**src/rctx_defs.vh**
```
// Constants for the reader command and transmit sequencer.
// Function
// - Power-up init starts automatically after reset.
// - Power-up init completion enters idle automatically.
// - During power-up init only page register readable.
// - Host commands cannot abort power-up init.
// - Command self-completion enters idle, sets idle flag.
// - Host idle aborts command without idle flag.
// - Host idle abort leaves FIFO untouched.
// - Transmit sends FIFO bytes, host started only.
// - Transmit with empty FIFO waits armed.
// - Empty FIFO at byte request ends transmit.
// - Transmission end sets transmit done flag.
// - Overwritten transmit code stops next cycle.
// - Frame is SOF, data, EOF; phase visible.
// - Optional CRC appended; parity per settings.
// - Last-bits sends partial byte, no parity.
// - Last-bits field clears after transmission.
// - Accept-more-data high appends bytes, low ends.
// - Accept-more-data checked one bit before last.
`ifndef RCTX_DEFS_VH
`define RCTX_DEFS_VH
`define RCTX_CMD_IDLE      6'h00
`define RCTX_CMD_TRANSMIT  6'h1a
`define RCTX_CMD_POWER_UP_INIT_COMMAND   6'h3f
`define RCTX_A_PAGE        8'h00
`define RCTX_A_COMMAND     8'h04
`define RCTX_A_FIFO        8'h08
`define RCTX_A_STATUS      8'h0c
`define RCTX_A_REDUND      8'h10
`define RCTX_A_FRAMING     8'h14
`define RCTX_A_FLAGS       8'h18
`define RCTX_F_PAR_EN      0
`define RCTX_F_PAR_ODD     1
`define RCTX_F_CRC_EN      2
`define RCTX_F_IDLE_FLAG   0
`define RCTX_F_TX_FLAG     1
`define RCTX_PH_IDLE       3'h0
`define RCTX_PH_WAIT       3'h1
`define RCTX_PH_SOF        3'h2
`define RCTX_PH_DATA       3'h3
`define RCTX_PH_EOF        3'h4
`define RCTX_CRC_PRESET    16'h6363
`define RCTX_CRC_POLY      16'h8408
`define RCTX_PAGE_RESET    8'h00
`define RCTX_BYTE_BITS     4'h8
`define RCTX_PAR_BITS      4'h9
`endif

```
**src/rctx_sequencer.v**
```verilog
// Command state machine with the transmit sequencer and its APB register file.
//
// Design decisions made here: the APB slave port and the register addresses.
`timescale 1ns/1ns
`include "rctx_defs.vh"
module rctx_sequencer #(
    parameter INIT_CYCLES = 64,
    parameter BIT_DIV     = 16,
    parameter FIFO_DEPTH  = 64,
    parameter FIFO_AW     = 6
) (
    input  wire        clk_i,
    input  wire        rstn_i,
    input  wire        reset_powerdown_pin_i,
    input  wire        psel_i,
    input  wire        penable_i,
    input  wire        pwrite_i,
    input  wire [7:0]  paddr_i,
    input  wire [31:0] pwdata_i,
    output reg  [31:0] prdata_o,
    output reg         pready_o,
    output reg         pslverr_o,
    output reg         tx_bit_o,
    output reg         tx_active_o,
    output reg  [2:0]  modem_phase_o
);

////////////////////////////////////////////////////////////////////////////////
// Pin synchroniser; a falling edge restarts power-up init.
reg [2:0] pin_sync;
reg       pin_state;
always @(posedge clk_i or negedge rstn_i) begin
    if (!rstn_i) begin
        pin_sync  <= 3'h7;
        pin_state <= 1'b1;
    end else begin
        pin_sync <= {pin_sync[1:0], reset_powerdown_pin_i};
        if (pin_sync[1] == pin_sync[2])
            pin_state <= pin_sync[2];
    end
end
wire pin_fall = pin_state & (pin_sync[1] == pin_sync[2]) & ~pin_sync[2];

////////////////////////////////////////////////////////////////////////////////
// Bit clock enable.
reg [15:0] div_cnt;
wire       bit_tick = (div_cnt == BIT_DIV - 1);
always @(posedge clk_i or negedge rstn_i) begin
    if (!rstn_i)
        div_cnt <= 16'h0000;
    else if (bit_tick)
        div_cnt <= 16'h0000;
    else
        div_cnt <= div_cnt + 16'h0001;
end

////////////////////////////////////////////////////////////////////////////////
// Registers and the APB slave.
reg  [5:0]  command;
reg  [7:0]  page;
reg  [2:0]  redundancy_config;
reg  [2:0]  transmit_last_bits;
reg         idle_interrupt_flag;
reg         transmit_done_flag;
reg  [15:0] init_cnt;
wire        starting = (command == `RCTX_CMD_POWER_UP_INIT_COMMAND);
wire        apb_acc  = psel_i & penable_i & pready_o;
wire        wr       = apb_acc & pwrite_i & ~starting;
wire        wr_cmd   = wr & (paddr_i == `RCTX_A_COMMAND);
wire        wr_fifo  = wr & (paddr_i == `RCTX_A_FIFO);
wire        rd_fifo  = apb_acc & ~pwrite_i & ~starting & (paddr_i == `RCTX_A_FIFO);

// Frame engine state, declared early for status read back.
localparam S_IDLE = 3'h0;
localparam S_WAIT = 3'h1;
localparam S_SOF  = 3'h2;
localparam S_DATA = 3'h3;
localparam S_CRC  = 3'h4;
localparam S_EOF  = 3'h5;
reg  [2:0]  state;
reg  [3:0]  bit_idx;
reg  [3:0]  bit_end;
reg  [7:0]  shreg;
reg         accept_more;
reg  [15:0] crc;
reg         crc_half;
reg         par_bit;
reg         tx_end;
reg         self_end;

// FIFO.
reg  [7:0]        fifo_mem [0:FIFO_DEPTH-1];
reg  [FIFO_AW:0]  wp;
reg  [FIFO_AW:0]  rp;
wire              fifo_empty = (wp == rp);
wire              fifo_full  = (wp[FIFO_AW-1:0] == rp[FIFO_AW-1:0]) &
                               (wp[FIFO_AW] != rp[FIFO_AW]);
reg               pop;

always @(posedge clk_i) begin
    if (wr_fifo & ~fifo_full)
        fifo_mem[wp[FIFO_AW-1:0]] <= pwdata_i[7:0];
end

always @(posedge clk_i or negedge rstn_i) begin
    if (!rstn_i) begin
        wp <= {(FIFO_AW+1){1'b0}};
        rp <= {(FIFO_AW+1){1'b0}};
    end else begin
        if (wr_fifo & ~fifo_full)
            wp <= wp + 1'b1;
        if ((pop | rd_fifo) & ~fifo_empty)
            rp <= rp + 1'b1;
    end
end

function [31:0] rd_mux;
    input [7:0] a;
    begin
        case (a)
            `RCTX_A_PAGE:    rd_mux = {24'h000000, page};
            `RCTX_A_COMMAND: rd_mux = {26'h0000000, command};
            `RCTX_A_FIFO:    rd_mux = {24'h000000, fifo_mem[rp[FIFO_AW-1:0]]};
            `RCTX_A_STATUS:  rd_mux = {23'h000000, fifo_full, fifo_empty,
                                       accept_more, 3'h0, modem_phase_o};
            `RCTX_A_REDUND:  rd_mux = {29'h00000000, redundancy_config};
            `RCTX_A_FRAMING: rd_mux = {29'h00000000, transmit_last_bits};
            `RCTX_A_FLAGS:   rd_mux = {30'h00000000, transmit_done_flag,
                                       idle_interrupt_flag};
            default:         rd_mux = 32'h00000000;
        endcase
    end
endfunction

function mapped;
    input [7:0] a;
    begin
        mapped = (a <= `RCTX_A_FLAGS) & (a[1:0] == 2'h0);
    end
endfunction

// No wait state: pready rises in the first access cycle.
always @(posedge clk_i or negedge rstn_i) begin
    if (!rstn_i) begin
        pready_o  <= 1'b0;
        pslverr_o <= 1'b0;
        prdata_o  <= 32'h00000000;
    end else begin
        pready_o  <= psel_i & ~penable_i;
        pslverr_o <= psel_i & ~penable_i & ~mapped(paddr_i);
        // Read data is latched in the setup cycle so it stands for the whole access.
        if (psel_i & ~penable_i & ~pwrite_i) begin
            if (starting & (paddr_i != `RCTX_A_PAGE))
                prdata_o <= 32'h00000000;
            else
                prdata_o <= rd_mux(paddr_i);
        end
    end
end

always @(posedge clk_i or negedge rstn_i) begin
    if (!rstn_i) begin
        page              <= `RCTX_PAGE_RESET;
        redundancy_config <= 3'h0;
    end else if (wr) begin
        if (paddr_i == `RCTX_A_PAGE)
            page <= pwdata_i[7:0];
        if (paddr_i == `RCTX_A_REDUND)
            redundancy_config <= pwdata_i[2:0];
    end
end

////////////////////////////////////////////////////////////////////////////////
// Command register, flags and last-bits field.
always @(posedge clk_i or negedge rstn_i) begin
    if (!rstn_i) begin
        command             <= `RCTX_CMD_POWER_UP_INIT_COMMAND;
        init_cnt            <= 16'h0000;
        idle_interrupt_flag <= 1'b0;
        transmit_done_flag  <= 1'b0;
        transmit_last_bits  <= 3'h0;
    end else begin
        if (pin_fall) begin
            command  <= `RCTX_CMD_POWER_UP_INIT_COMMAND;
            init_cnt <= 16'h0000;
        end else if (starting) begin
            if (init_cnt == INIT_CYCLES - 1) begin
                command <= `RCTX_CMD_IDLE;
                idle_interrupt_flag <= 1'b1;
            end else
                init_cnt <= init_cnt + 16'h0001;
        end else if (wr_cmd & (pwdata_i[5:0] != `RCTX_CMD_POWER_UP_INIT_COMMAND))
            command <= pwdata_i[5:0];
        else if (self_end) begin
            command <= `RCTX_CMD_IDLE;
            idle_interrupt_flag <= 1'b1;
        end
        if (tx_end)
            transmit_done_flag <= 1'b1;
        else if (wr & (paddr_i == `RCTX_A_FLAGS) & pwdata_i[`RCTX_F_TX_FLAG])
            transmit_done_flag <= 1'b0;
        if (wr & (paddr_i == `RCTX_A_FLAGS) & pwdata_i[`RCTX_F_IDLE_FLAG] &
            ~(starting & (init_cnt == INIT_CYCLES - 1)) & ~self_end)
            idle_interrupt_flag <= 1'b0;
        if (tx_end)
            transmit_last_bits <= 3'h0;
        else if (wr & (paddr_i == `RCTX_A_FRAMING))
            transmit_last_bits <= pwdata_i[2:0];
    end
end

////////////////////////////////////////////////////////////////////////////////
// Frame engine.
wire par_en  = redundancy_config[`RCTX_F_PAR_EN];
wire par_odd = redundancy_config[`RCTX_F_PAR_ODD];
wire crc_en  = redundancy_config[`RCTX_F_CRC_EN];
wire tx_cmd  = (command == `RCTX_CMD_TRANSMIT);

// Bits of one byte on the air; only the final byte may be trimmed.
function [3:0] byte_len;
    input       last;
    input [2:0] trim;
    input       with_par;
    begin
        if (last && trim != 3'h0)
            byte_len = {1'b0, trim};
        else if (with_par)
            byte_len = `RCTX_PAR_BITS;
        else
            byte_len = `RCTX_BYTE_BITS;
    end
endfunction

// Parity bit of a byte; even parity makes the count of ones even.
function par_of;
    input [7:0] b;
    input       odd;
    begin
        par_of = ^b ^ odd;
    end
endfunction

// One reflected CRC step for the bit being sent.
function [15:0] crc_step;
    input [15:0] c;
    input        b;
    begin
        if (c[0] ^ b)
            crc_step = (c >> 1) ^ `RCTX_CRC_POLY;
        else
            crc_step = c >> 1;
    end
endfunction

// The head byte is the last one when nothing else waits behind it.
wire [7:0]  head_byte = fifo_mem[rp[FIFO_AW-1:0]];
wire        head_last = (rp + 1'b1 == wp);
wire [15:0] crc_next  = crc_step(crc, shreg[0]);

always @(posedge clk_i or negedge rstn_i) begin
    if (!rstn_i) begin
        state         <= S_IDLE;
        bit_idx       <= 4'h0;
        bit_end       <= `RCTX_BYTE_BITS;
        par_bit       <= 1'b0;
        shreg         <= 8'h00;
        accept_more   <= 1'b0;
        crc           <= `RCTX_CRC_PRESET;
        crc_half      <= 1'b0;
        tx_end        <= 1'b0;
        self_end      <= 1'b0;
        pop           <= 1'b0;
        tx_bit_o      <= 1'b0;
        tx_active_o   <= 1'b0;
        modem_phase_o <= `RCTX_PH_IDLE;
    end else begin
        tx_end   <= 1'b0;
        self_end <= 1'b0;
        pop      <= 1'b0;
        if (~tx_cmd | self_end) begin
            state       <= S_IDLE;
            tx_active_o <= 1'b0;
            tx_bit_o    <= 1'b0;
        end else case (state)
            S_IDLE: state <= S_WAIT;
            S_WAIT: if (~fifo_empty & bit_tick) begin
                state       <= S_SOF;
                accept_more <= 1'b1;
                crc         <= `RCTX_CRC_PRESET;
                tx_active_o <= 1'b1;
                tx_bit_o    <= 1'b1;
            end
            S_SOF: if (bit_tick) begin
                state   <= S_DATA;
                shreg   <= head_byte;
                par_bit <= par_of(head_byte, par_odd);
                pop     <= 1'b1;
                bit_idx <= 4'h0;
                bit_end <= byte_len(head_last, transmit_last_bits, par_en);
            end
            S_DATA: if (bit_tick) begin
                // Check one bit before the last expected bit.
                if (bit_idx + 4'h2 == bit_end)
                    accept_more <= ~fifo_empty;
                if (bit_idx < `RCTX_BYTE_BITS) begin
                    tx_bit_o <= shreg[0];
                    if (crc_en)
                        crc <= crc_next;
                    shreg    <= {1'b0, shreg[7:1]};
                end else
                    tx_bit_o <= par_bit;
                bit_idx <= bit_idx + 4'h1;
                if (bit_idx + 4'h1 == bit_end) begin
                    // A trimmed byte always closes the frame, whatever the FIFO holds.
                    if (bit_end < `RCTX_BYTE_BITS)
                        state <= S_EOF;
                    else if (accept_more & ~fifo_empty) begin
                        shreg   <= head_byte;
                        par_bit <= par_of(head_byte, par_odd);
                        pop     <= 1'b1;
                        bit_idx <= 4'h0;
                        bit_end <= byte_len(head_last, transmit_last_bits, par_en);
                    end else if (crc_en) begin
                        state    <= S_CRC;
                        shreg    <= par_en ? crc[7:0] : crc_next[7:0];
                        par_bit  <= par_of(par_en ? crc[7:0] : crc_next[7:0], par_odd);
                        crc_half <= 1'b0;
                        bit_idx  <= 4'h0;
                    end else
                        state <= S_EOF;
                end
            end
            // CRC bytes follow the data under the same parity rule.
            S_CRC: if (bit_tick) begin
                tx_bit_o <= (bit_idx < `RCTX_BYTE_BITS) ? shreg[0] : par_bit;
                shreg    <= {1'b0, shreg[7:1]};
                bit_idx  <= bit_idx + 4'h1;
                if (bit_idx + 4'h1 == bit_end) begin
                    bit_idx  <= 4'h0;
                    crc_half <= 1'b1;
                    shreg    <= crc[15:8];
                    par_bit  <= par_of(crc[15:8], par_odd);
                    if (crc_half)
                        state <= S_EOF;
                end
            end
            S_EOF: if (bit_tick) begin
                tx_bit_o    <= 1'b0;
                tx_active_o <= 1'b0;
                accept_more <= 1'b0;
                tx_end      <= 1'b1;
                self_end    <= 1'b1;
                state       <= S_IDLE;
            end
            default: state <= S_IDLE;
        endcase
        // FIFO contents are never flushed on abort.
        case (state)
            S_WAIT:  modem_phase_o <= `RCTX_PH_WAIT;
            S_SOF:   modem_phase_o <= `RCTX_PH_SOF;
            S_DATA:  modem_phase_o <= `RCTX_PH_DATA;
            S_CRC:   modem_phase_o <= `RCTX_PH_DATA;
            S_EOF:   modem_phase_o <= `RCTX_PH_EOF;
            default: modem_phase_o <= `RCTX_PH_IDLE;
        endcase
        // An abort shows idle at once rather than a stale data phase.
        if (~tx_cmd | self_end)
            modem_phase_o <= `RCTX_PH_IDLE;
    end
end

endmodule // rctx_sequencer

```
**config.mk**
```make
export PLATFORM = sky130hd
export DESIGN_NAME = rctx_sequencer
export DESIGN_NICKNAME = d
export VERILOG_FILES = /design/src/rctx_sequencer.v
export VERILOG_INCLUDE_DIRS = /design/src
export SDC_FILE = /design/constraint.sdc
export NUM_CORES = 1
export LEC_CHECK = 0
export BUFFER_PORTS_ARGS = -buffer_cell sky130_fd_sc_hd__buf_2
export CAP_MARGIN = 20
export CORE_MARGIN = 1.5
export CORE_UTILIZATION = 31
export DETAILED_ROUTE_END_ITERATION = 10
export PLACE_DENSITY = 0.46
export SLEW_MARGIN = 40
export SYNTH_ARGS = -nofsm -noshare
export SYNTH_HDL_FRONTEND = slang
export SYNTH_SLANG_ARGS = --single-unit
```
**constraint.sdc**
```tcl
create_clock -name clk_i -period 3.8 [get_ports clk_i]
set_input_delay 0.57 -clock clk_i [delete_from_list [all_inputs] [get_ports clk_i]]
set_output_delay 0.57 -clock clk_i [all_outputs]
set_load 0.01 [all_outputs]
```
==> impl_results.html, run 1 <==
<table>
<tr><th>Metric</th><th>Value</th></tr>
<tr><th colspan="2">Status</th></tr>
<tr><td>Run status</td><td>completed</td></tr>
<tr><th colspan="2">Die</th></tr>
<tr><td>Die Span X</td><td>300 µm</td></tr>
<tr><td>I/O pin count</td><td>85</td></tr>
<tr><td>Std-Cell Core Area</td><td>87000 µm²</td></tr>
<tr><td>Die Height</td><td>300 µm</td></tr>
<tr><td>Row Count</td><td>108</td></tr>
<tr><td>Initial standard-cell utilization of the core</td><td>0.314</td></tr>
<tr><td>Total Die Area</td><td>89900 µm²</td></tr>
<tr><th colspan="2">Layout</th></tr>
<tr><td>Total inserted antenna cells</td><td>0</td></tr>
<tr><td>Fraction of final layout cells with drive strength greater than 1</td><td>0.234</td></tr>
<tr><td>Layout-stage area growth over the synthesis result</td><td>17.6%</td></tr>
<tr><td>Net total in the final layout</td><td>1929</td></tr>
<tr><th colspan="2">Setup path</th></tr>
<tr><td>Reg2Reg Depth</td><td>10</td></tr>
<tr><td>Arrival time at the worst endpoint</td><td>4.17 ns</td></tr>
<tr><td>Kind of capture point of the worst setup path</td><td>flop</td></tr>
<tr><td>Required @ worst endpoint</td><td>4.32 ns</td></tr>
<tr><td>Worst reg2reg startpoint</td><td>rp[1]$_DFFE_PN0P_</td></tr>
<tr><td>Standard cell with the maximum stage delay on the critical path</td><td>sky130_fd_sc_hd__dfrtp_4</td></tr>
<tr><td>Worst-path maximum fanout</td><td>14</td></tr>
<tr><td>Worst setup SP type</td><td>flop</td></tr>
<tr><td>Largest stage delay on the critical path</td><td>0.61 ns</td></tr>
<tr><td>Ordered cell list for the critical path</td><td>nand2b_1 -&gt; buf_4 -&gt; o221ai_1 -&gt; a21boi_0 -&gt; o22ai_1 -&gt; a221oi_2 -&gt; xor2_1 -&gt; xnor3_1 -&gt; xnor3_1 -&gt; o21ai_1</td></tr>
<tr><td>Critical path start-end classification</td><td>reg2reg</td></tr>
<tr><td>Cell repeated most along the worst path</td><td>sky130_fd_sc_hd__xnor3_1</td></tr>
<tr><td>Startpoint of the most critical setup path</td><td>rp[1]$_DFFE_PN0P_</td></tr>
<tr><th colspan="2">STA</th></tr>
<tr><td>Worst-margin pin slew</td><td>0.857 ns</td></tr>
<tr><td>Max Clk Rate</td><td>0.274 GHz</td></tr>
<tr><td>Count of endpoints failing hold in the final timing report</td><td>0</td></tr>
<tr><td>Shortest clock period the worst path allows after layout</td><td>3.65 ns</td></tr>
<tr><td>Final hold slack</td><td>0.0559 ns</td></tr>
<tr><td>Max transition margin</td><td>0.429</td></tr>
<tr><td>Worst setup slack after layout</td><td>0.152 ns</td></tr>
<tr><td>Count of pins over their slew limit</td><td>0</td></tr>
<tr><td>Period utilization</td><td>0.960</td></tr>
<tr><td>Number of setup violations in the final report</td><td>0</td></tr>
<tr><td>Setup TNS</td><td>0 ns</td></tr>
<tr><td>Unrepaired setup endpoints after global routing</td><td>false</td></tr>
<tr><td>Layout Skew</td><td>0.0307 ns</td></tr>
<tr><th colspan="2">Min path</th></tr>
<tr><td>Startpoint of the tightest hold check path</td><td>reset_powerdown_pin_i</td></tr>
<tr><td>Instance count along the most critical hold path</td><td>1</td></tr>
<tr><td>Worst hold-check path type</td><td>in2reg</td></tr>
<tr><th colspan="2">Synthesis</th></tr>
<tr><td>Top FF cell, synth</td><td>sky130_fd_sc_hd__edfxtp_1</td></tr>
<tr><td>Most frequent cell after synthesis</td><td>sky130_fd_sc_hd__edfxtp_1</td></tr>
<tr><td>Synthesized flop and latch total</td><td>640</td></tr>
<tr><td>Mean instance size in the synthesized netlist</td><td>16.1 µm²</td></tr>
<tr><td>List of most frequent post-synthesis cells</td><td>sky130_fd_sc_hd__edfxtp_1, sky130_fd_sc_hd__nor2_1, sky130_fd_sc_hd__dfrtp_1, sky130_fd_sc_hd__nand2_1, sky130_fd_sc_hd__mux4_2</td></tr>
<tr><td>Distinct cell type count after synthesis</td><td>77</td></tr>
<tr><td>Fraction of synthesis flops using an asynchronous set or reset pin</td><td>0.200</td></tr>
<tr><td>Share of the synthesized area in the top cell type</td><td>0.563</td></tr>
<tr><td>Largest area contributor in the synthesized netlist</td><td>sky130_fd_sc_hd__edfxtp_1</td></tr>
<tr><td>Post-synthesis cell area</td><td>27300 µm²</td></tr>
<tr><td>Leading cell types by total area after synthesis</td><td>sky130_fd_sc_hd__edfxtp_1, sky130_fd_sc_hd__dfrtp_1, sky130_fd_sc_hd__mux4_2</td></tr>
<tr><td>Syn. warnings</td><td>0</td></tr>
<tr><td>Sequential area share after synthesis</td><td>0.681</td></tr>
<tr><td>Number of enable flip-flop cells after synthesis</td><td>512</td></tr>
<tr><td>Post-Syn Instances</td><td>1692</td></tr>
<tr><th colspan="2">Run</th></tr>
<tr><td>Number of max-capacitance violations reported</td><td>0</td></tr>
<tr><th colspan="2">Drt</th></tr>
<tr><td>Post-detailed-route DRC marker count</td><td>0</td></tr>
<tr><td>Final Routed Wirelength</td><td>72600 µm</td></tr>
<tr><td>Number of iterations in the first detailed-routing pass</td><td>7</td></tr>
<tr><td>Routed via count divided by cell count</td><td>5.03</td></tr>
<tr><td>DRT antenna net count</td><td>0</td></tr>
<tr><td>Initial DRC count</td><td>1178</td></tr>
<tr><td>Detailed-route wire length per cell</td><td>23.5 µm</td></tr>
<tr><td>Via count</td><td>15.5k</td></tr>
<tr><th colspan="2">Placed design</th></tr>
<tr><td>Placer's final routability congestion estimate</td><td>0.793</td></tr>
<tr><td>Input/output buffers</td><td>37</td></tr>
<tr><td>Half-perimeter wire length after placement</td><td>46500 µm</td></tr>
<tr><td>Setup Slack @ Placement</td><td>0.126 ns</td></tr>
<tr><th colspan="2">Pwr</th></tr>
<tr><td>Peak ir drop on the vdd network</td><td>0.342 mV</td></tr>
<tr><td>Leakage power total</td><td>0.0110 µW</td></tr>
<tr><td>Power density over cell area</td><td>472 nW/µm²</td></tr>
<tr><th colspan="2">Global route</th></tr>
<tr><td>Global-route wire length before repair</td><td>107000 µm</td></tr>
<tr><td>Leftover overflow at the end of global routing</td><td>0</td></tr>
<tr><td>Number of antenna violations at the first check in global routing</td><td>2</td></tr>
<tr><td>Maximum number of pins on one net before global-route repair</td><td>70</td></tr>
<tr><td>Total routing resource utilization after global routing</td><td>0.162</td></tr>
<tr><td>Via count of the first global-routing pass</td><td>15.5k</td></tr>
<tr><th colspan="2">Clock tree</th></tr>
<tr><td>Sinks on Clock Net</td><td>640</td></tr>
<tr><td>Clock Tree Buf Depth</td><td>3</td></tr>
<tr><td>Worst-skew pair later-pin latency</td><td>0.62 ns</td></tr>
<tr><td>Clock input transition at the sequential cells of the worst setup and hold paths</td><td>0.06 ns</td></tr>
<tr><td>Clk Tree Root Cell</td><td>sky130_fd_sc_hd__clkbuf_16</td></tr>
<tr><td>Post-CTS Resized</td><td>0</td></tr>
<tr><td>TritonCTS clock tree</td><td>done</td></tr>
<tr><td>Number of hold buffers added after cts</td><td>1</td></tr>
<tr><td>Clock buffer count from CTS</td><td>72</td></tr>
<tr><td>H-tree depth</td><td>3</td></tr>
<tr><td>Post CTS Setup Buffer Count</td><td>0</td></tr>
</table>
## metrics by stage
step	instances	instance area [µm²]	util	total power, µW
3_3_place_gp	2956	29600	0.341	8150
4_1_cts	3089	32100	0.369	15300
2_1_floorplan	1714	27400	-	7970
3_5_place_dp	2956	29600	0.341	8160
6_report	3090	32100	0.369	15200
5_1_grt	3090	32100	0.369	15700
## placed cells by master, fill, tap and decap left out, drive strengths merged, types with 10 or more instances in the layout
| cell | count |
|---|---|
| a211oi | 11 |
| mux2 | 21 |
| clkinv | 22 |
| nor2b | 17 |
| a22oi | 14 |
| edfxtp | 512 |
| clkbuf | 98 |
| inv | 18 |
| dfrtp | 109 |
| o22ai | 16 |
| o21ai | 63 |
| and3 | 14 |
| dfstp | 19 |
| nand2b | 12 |
| a21oi | 33 |
| mux2i | 66 |
| nor4 | 14 |
| xnor2 | 45 |
| nand3 | 30 |
| nand4 | 13 |
| nand2 | 109 |
| nor2 | 141 |
| mux4 | 117 |
| nor3 | 13 |
| o221ai | 25 |
| xor2 | 40 |
| a22o | 10 |
| conb | 23 |
| buf | 197 |
## routing by layer
layer | global-route usage | vias to the layer above | routed length [µm]
met2 | 0.255 | 383 | 34100
met1 | 0.232 | 8085 | 33600
met3 | 0.0245 | 83 | 3250
met4 | 0.0463 | 0 | 1610
met5 | 0 | - | 0
li1 | - | 6977 | -
## state kept, by name (all words and copies together), names as in the netlist, 3 cells and up
name,flops
bit_end,4
bit_idx,4
command,6
crc,16
div_cnt,16
fifo_mem,512
init_cnt,16
modem_phase_o,3
page,8
pin_sync,3
prdata_o,9
redundancy_config,3
rp,7
shreg,8
state,3
transmit_last_bits,3
wp,7
## power breakdown
| part | switching, µW | leakage [µW] | internal (µW) |
|---|---|---|---|
| combinational | 229 | 0.00351 | 88.4 |
| sequential | 54.6 | 0.00630 | 7650 |
| clock | 2860 | 0.00117 | 4270 |
## final timing paths
check / endpoint / slack, ns
worst max-delay path: par_bit$_DFFE_PN0P_ / 0.15
worst min-delay path: pin_sync[0]$_DFF_PN1_ / 0.06
worst max register to register: par_bit$_DFFE_PN0P_ / 0.15
worst min register to register: pin_sync[1]$_DFF_PN1_ / 0.35
max in group asynchronous: command[4]$_DFFE_PN1P_ / 2.42
min in group asynchronous: crc[2]$_DFFE_PN0P_ / 0.55
## cell families (layout without fill, tap and decap cells)
| logic type | after synthesis | after routing | synth area share |
|---|---|---|---|
| fa+ha+maj | 7 | 7 | 0.00312 |
| buf+inv | 125 | 346 | 0.0284 |
| other cells | 1 | 23 | 0.000137 |
| mux | 204 | 204 | 0.132 |
| simple gates | 391 | 391 | 0.0663 |
| xor+xnor | 88 | 88 | 0.0297 |
| compound gates | 236 | 236 | 0.0592 |
| flops | 640 | 640 | 0.681 |
## cell type report
cell class / instances / area, µm²
Multi-Input combinational cell: 949 / 8010
Tap cell: 1155 / 1450
Clock inverter: 34 / 423
Clock buffer: 98 / 2000
Sequential cell: 640 / 18600
Fill cell: 8252 / 54900
Inverter: 16 / 60.1
Timing Repair Buffer: 198 / 1560
## worst max-delay path: cells and delay by family (launching register included)
kind	cells	cell delay [ns]
compound gates	5	1.23
xor+xnor	3	0.84
buf+inv	1	0.33
flops	1	0.61
simple gates	1	0.55
(Power assumes the default switching activity.)
==> run 2: changes to the inputs <==
--- a/config.mk
+++ b/config.mk
@@ -8,8 +8,10 @@
 export LEC_CHECK = 0
 export BUFFER_PORTS_ARGS = -buffer_cell sky130_fd_sc_hd__buf_2
 export CAP_MARGIN = 20
+export CORE_ASPECT_RATIO = 0.7
 export CORE_MARGIN = 1.5
 export CORE_UTILIZATION = 31
+export CTS_CLUSTER_DIAMETER = 200
 export DETAILED_ROUTE_END_ITERATION = 10
 export PLACE_DENSITY = 0.46
 export SLEW_MARGIN = 40
==> run 2 against run 1 <==
Via count is 0.97% higher. Highest routed layer is now met5. Die area barely moved. Register-to-register slack improved by 0.05 ns. Sequential share of layout area up 0.97 points.
==> impl_results.html, run 2 (same netlist as run 1, synthesis figures left out) <==
<table>
<tr><th>Metric</th><th>Value</th></tr>
<tr><th colspan="2">Status</th></tr>
<tr><td>Run status</td><td>completed</td></tr>
<tr><th colspan="2">Layout</th></tr>
<tr><td>Area of all placed cells without fillers</td><td>31600 µm² (-1.6%)</td></tr>
<tr><td>Fin cells</td><td>3064 (-0.84%)</td></tr>
<tr><td>Total inserted antenna cells</td><td>0 (unchanged)</td></tr>
<tr><td>Layout-stage area growth over the synthesis result</td><td>15.7%</td></tr>
<tr><td>Commonest cells after routing, fill and taps aside</td><td>sky130_fd_sc_hd__edfxtp_1, sky130_fd_sc_hd__buf_4, sky130_fd_sc_hd__nor2_1</td></tr>
<tr><td>Fraction of final layout cells with drive strength greater than 1</td><td>0.228 (-0.00527)</td></tr>
<tr><td>Net total in the final layout</td><td>1918 (-0.57%)</td></tr>
<tr><td>Leading cell type in the layout, fill and taps excluded</td><td>sky130_fd_sc_hd__edfxtp_1</td></tr>
<tr><td>Flip-flop count of the largest register, all copies and words added</td><td>512 (unchanged)</td></tr>
<tr><th colspan="2">Global route</th></tr>
<tr><td>Number of antenna violations at the first check in global routing</td><td>4 (+2)</td></tr>
<tr><td>Total routing resource utilization after global routing</td><td>0.164 (+0.00189)</td></tr>
<tr><td>Via count of the first global-routing pass</td><td>15.2k (-2.0%)</td></tr>
<tr><td>Leftover overflow at the end of global routing</td><td>0 (unchanged)</td></tr>
<tr><td>Maximum number of pins on one net before global-route repair</td><td>77 (+10%)</td></tr>
<tr><td>Global-route wire length before repair</td><td>108000 µm (+0.65%)</td></tr>
<tr><th colspan="2">Min path</th></tr>
<tr><td>Instance count along the most critical hold path</td><td>1 (unchanged)</td></tr>
<tr><td>Worst hold path endpoint</td><td>pin_sync[0]$_DFF_PN1_</td></tr>
<tr><td>Worst hold-check path type</td><td>in2reg</td></tr>
<tr><td>Startpoint of the tightest hold check path</td><td>reset_powerdown_pin_i</td></tr>
<tr><th colspan="2">STA</th></tr>
<tr><td>Max transition margin</td><td>0.459 (+0.0300)</td></tr>
<tr><td>Worst-margin pin slew</td><td>0.812 ns (-0.0450 ns)</td></tr>
<tr><td>Period utilization</td><td>0.947 (-0.0130)</td></tr>
<tr><td>Setup TNS</td><td>0 ns (unchanged)</td></tr>
<tr><td>Max Clk Rate</td><td>0.278 GHz (+1.4%)</td></tr>
<tr><td>Count of endpoints failing hold in the final timing report</td><td>0 (unchanged)</td></tr>
<tr><td>Count of pins over their slew limit</td><td>0 (unchanged)</td></tr>
<tr><td>Unrepaired setup endpoints after global routing</td><td>false</td></tr>
<tr><td>Layout Skew</td><td>0.0361 ns (+0.00531 ns)</td></tr>
<tr><td>Number of setup violations in the final report</td><td>0 (unchanged)</td></tr>
<tr><td>Shortest clock period the worst path allows after layout</td><td>3.60 ns (-0.0494 ns)</td></tr>
<tr><th colspan="2">Die</th></tr>
<tr><td>Die Span X</td><td>358 µm (+19%)</td></tr>
<tr><td>Initial standard-cell utilization of the core</td><td>0.315 (+0.00114)</td></tr>
<tr><td>Total Die Area</td><td>89900 µm² (about the same)</td></tr>
<tr><td>Die Height</td><td>251 µm (-16%)</td></tr>
<tr><td>Row Count</td><td>90 (-17%)</td></tr>
<tr><td>I/O pin count</td><td>85 (unchanged)</td></tr>
<tr><td>Std-Cell Core Area</td><td>86700 µm² (-0.36%)</td></tr>
<tr><th colspan="2">Setup path</th></tr>
<tr><td>Critical R2R Capture</td><td>par_bit$_DFFE_PN0P_</td></tr>
<tr><td>Required @ worst endpoint</td><td>4.37 ns (+0.05 ns)</td></tr>
<tr><td>Worst reg2reg startpoint</td><td>rp[0]$_DFFE_PN0P_</td></tr>
<tr><td>Reg2reg setup slack</td><td>0.20 ns (+0.05 ns)</td></tr>
<tr><td>Startpoint of the most critical setup path</td><td>rp[0]$_DFFE_PN0P_</td></tr>
<tr><td>Worst setup SP type</td><td>flop</td></tr>
<tr><td>Critical path start-end classification</td><td>reg2reg</td></tr>
<tr><td>Arrival time at the worst endpoint</td><td>4.17 ns (about the same)</td></tr>
<tr><td>Worst-path maximum fanout</td><td>17 (+3)</td></tr>
<tr><td>Reg2Reg Depth</td><td>11 (+1)</td></tr>
<tr><td>Kind of capture point of the worst setup path</td><td>flop</td></tr>
<tr><th colspan="2">Drt</th></tr>
<tr><td>Via count</td><td>15.7k (+0.97%)</td></tr>
<tr><td>Detailed-route wire length per cell</td><td>24.0 µm (+2.1%)</td></tr>
<tr><td>Routed via count divided by cell count</td><td>5.12 (+1.8%)</td></tr>
<tr><td>DRT antenna net count</td><td>0 (unchanged)</td></tr>
<tr><td>Post-detailed-route DRC marker count</td><td>0 (unchanged)</td></tr>
<tr><td>Number of iterations in the first detailed-routing pass</td><td>5 (-2)</td></tr>
<tr><td>Initial DRC count</td><td>1416 (+20%)</td></tr>
<tr><td>Final Routed Wirelength</td><td>73500 µm (+1.2%)</td></tr>
<tr><th colspan="2">Clock tree</th></tr>
<tr><td>TritonCTS clock tree</td><td>done</td></tr>
<tr><td>Clk Tree Root Cell</td><td>sky130_fd_sc_hd__clkbuf_16</td></tr>
<tr><td>Clock input transition at the sequential cells of the worst setup and hold paths</td><td>0.06 ns (about the same)</td></tr>
<tr><td>Clock Tree Buf Depth</td><td>3 (unchanged)</td></tr>
<tr><td>Worst-skew pair later-pin latency</td><td>0.64 ns (+0.02 ns)</td></tr>
<tr><td>Clock buffer count from CTS</td><td>61 (-15%)</td></tr>
<tr><td>H-tree depth</td><td>2 (-1)</td></tr>
<tr><td>Sinks on Clock Net</td><td>640 (unchanged)</td></tr>
<tr><th colspan="2">Pwr</th></tr>
<tr><td>Peak ir drop on the vdd network</td><td>0.358 mV (+4.8%)</td></tr>
<tr><td>Leakage power total</td><td>0.0107 µW (-2.1%)</td></tr>
<tr><td>Power density over cell area</td><td>441 nW/µm² (-6.5%)</td></tr>
<tr><th colspan="2">Placed design</th></tr>
<tr><td>Placed Cells incl. Taps</td><td>2952 (-0.14%)</td></tr>
<tr><td>Placer's final routability congestion estimate</td><td>0.842 (+6.2%)</td></tr>
<tr><td>Half-perimeter wire length after placement</td><td>49300 µm (+5.9%)</td></tr>
<tr><td>Placed standard-cell area</td><td>29600 µm² (about the same)</td></tr>
<tr><td>Input/output buffers</td><td>37 (unchanged)</td></tr>
<tr><th colspan="2">Run</th></tr>
<tr><td>Number of max-capacitance violations reported</td><td>0 (unchanged)</td></tr>
</table>
[run 2: cell count changes in the layout (fill, tap and decap cells not counted), moves of 2 or more]
cell | previous run | this run
sky130_fd_sc_hd__clkbuf_1 | 19 | 12
sky130_fd_sc_hd__clkinv_2 | 6 | 11
sky130_fd_sc_hd__clkbuf_16 | 75 | 62
sky130_fd_sc_hd__clkinvlp_4 | 2 | 0
sky130_fd_sc_hd__bufinv_16 | 8 | 3
[run 2: area by class of cell]
cell class	instances	area [µm²]
fill	8223	55100
sequential	640	18600
multi-input combinational	949	8020
clock buffer	79	1670
timing repair buffer	198	1550
tap	1150	1440
clock inverter	32	238
inverter	16	60.1
[run 2: worst max-delay path by stage]
stage                                            to  slack [ns]  cells past startpoint
after floorplan           fifo_mem[61][0]$_DFFE_PP_        0.54                      7
after global placement          par_bit$_DFFE_PN0P_        0.03                     11
after detailed placement        par_bit$_DFFE_PN0P_        0.18                      9
after CTS                       par_bit$_DFFE_PN0P_        0.15                      9
after global routing            par_bit$_DFFE_PN0P_        0.06                      9
final                           par_bit$_DFFE_PN0P_        0.20                     11
[run 2: worst max-delay path: stages (launching register included)]
cell	delay (ns)
sky130_fd_sc_hd__dfrtp_4	0.53
sky130_fd_sc_hd__buf_12	0.19
sky130_fd_sc_hd__mux4_2	0.38
sky130_fd_sc_hd__mux4_2	0.24
sky130_fd_sc_hd__nor2_1	0.04
sky130_fd_sc_hd__a2111oi_1	0.72
sky130_fd_sc_hd__nor2_1	0.23
sky130_fd_sc_hd__xor2_1	0.20
sky130_fd_sc_hd__buf_4	0.15
sky130_fd_sc_hd__xnor3_1	0.33
sky130_fd_sc_hd__xnor3_1	0.38
sky130_fd_sc_hd__o21ai_1	0.13
[run 2: per-stage QoR]
stage	hold WS [ns]	power, µW	utilization	worst slack, ns
2_1_floorplan	0.274	7970	-	0.544
3_5_place_dp	0.347	8160	0.342	0.178
4_1_cts	0.00858	14100	0.364	0.154
6_report	0.0624	13900	0.364	0.201
3_3_place_gp	0.347	8150	0.342	0.0254
5_1_grt	0.0214	14400	0.364	0.0624
[run 2: timing repair]
action | in CTS | in global routing
setup endpoints to repair | 0 | 1
hold endpoints to repair | 44 | 0
hold buffers | 1 | 0
gates resized for setup | 0 | 1
buffers inserted | 0 | 0
[run 2: per-layer routing]
| layer | track usage | vias to the layer above | part of all wire |
|---|---|---|---|
| met1 | 0.270 | 8215 | 0.52 |
| met3 | 0.0325 | 76 | 0.066 |
| met2 | 0.218 | 446 | 0.40 |
| met4 | 0.0305 | 2 | 0.013 |
| li1 | - | 6940 | - |
| met5 | 0 | - | 0.00016 |
[run 2: where the power goes]
part | internal (µW) | total (µW) | switching, µW
clock network | 3280 | 5920 | 2640
logic | 86.9 | 318 | 231
registers | 7640 | 7700 | 55.0
total | 11000 | 13900 | 2930
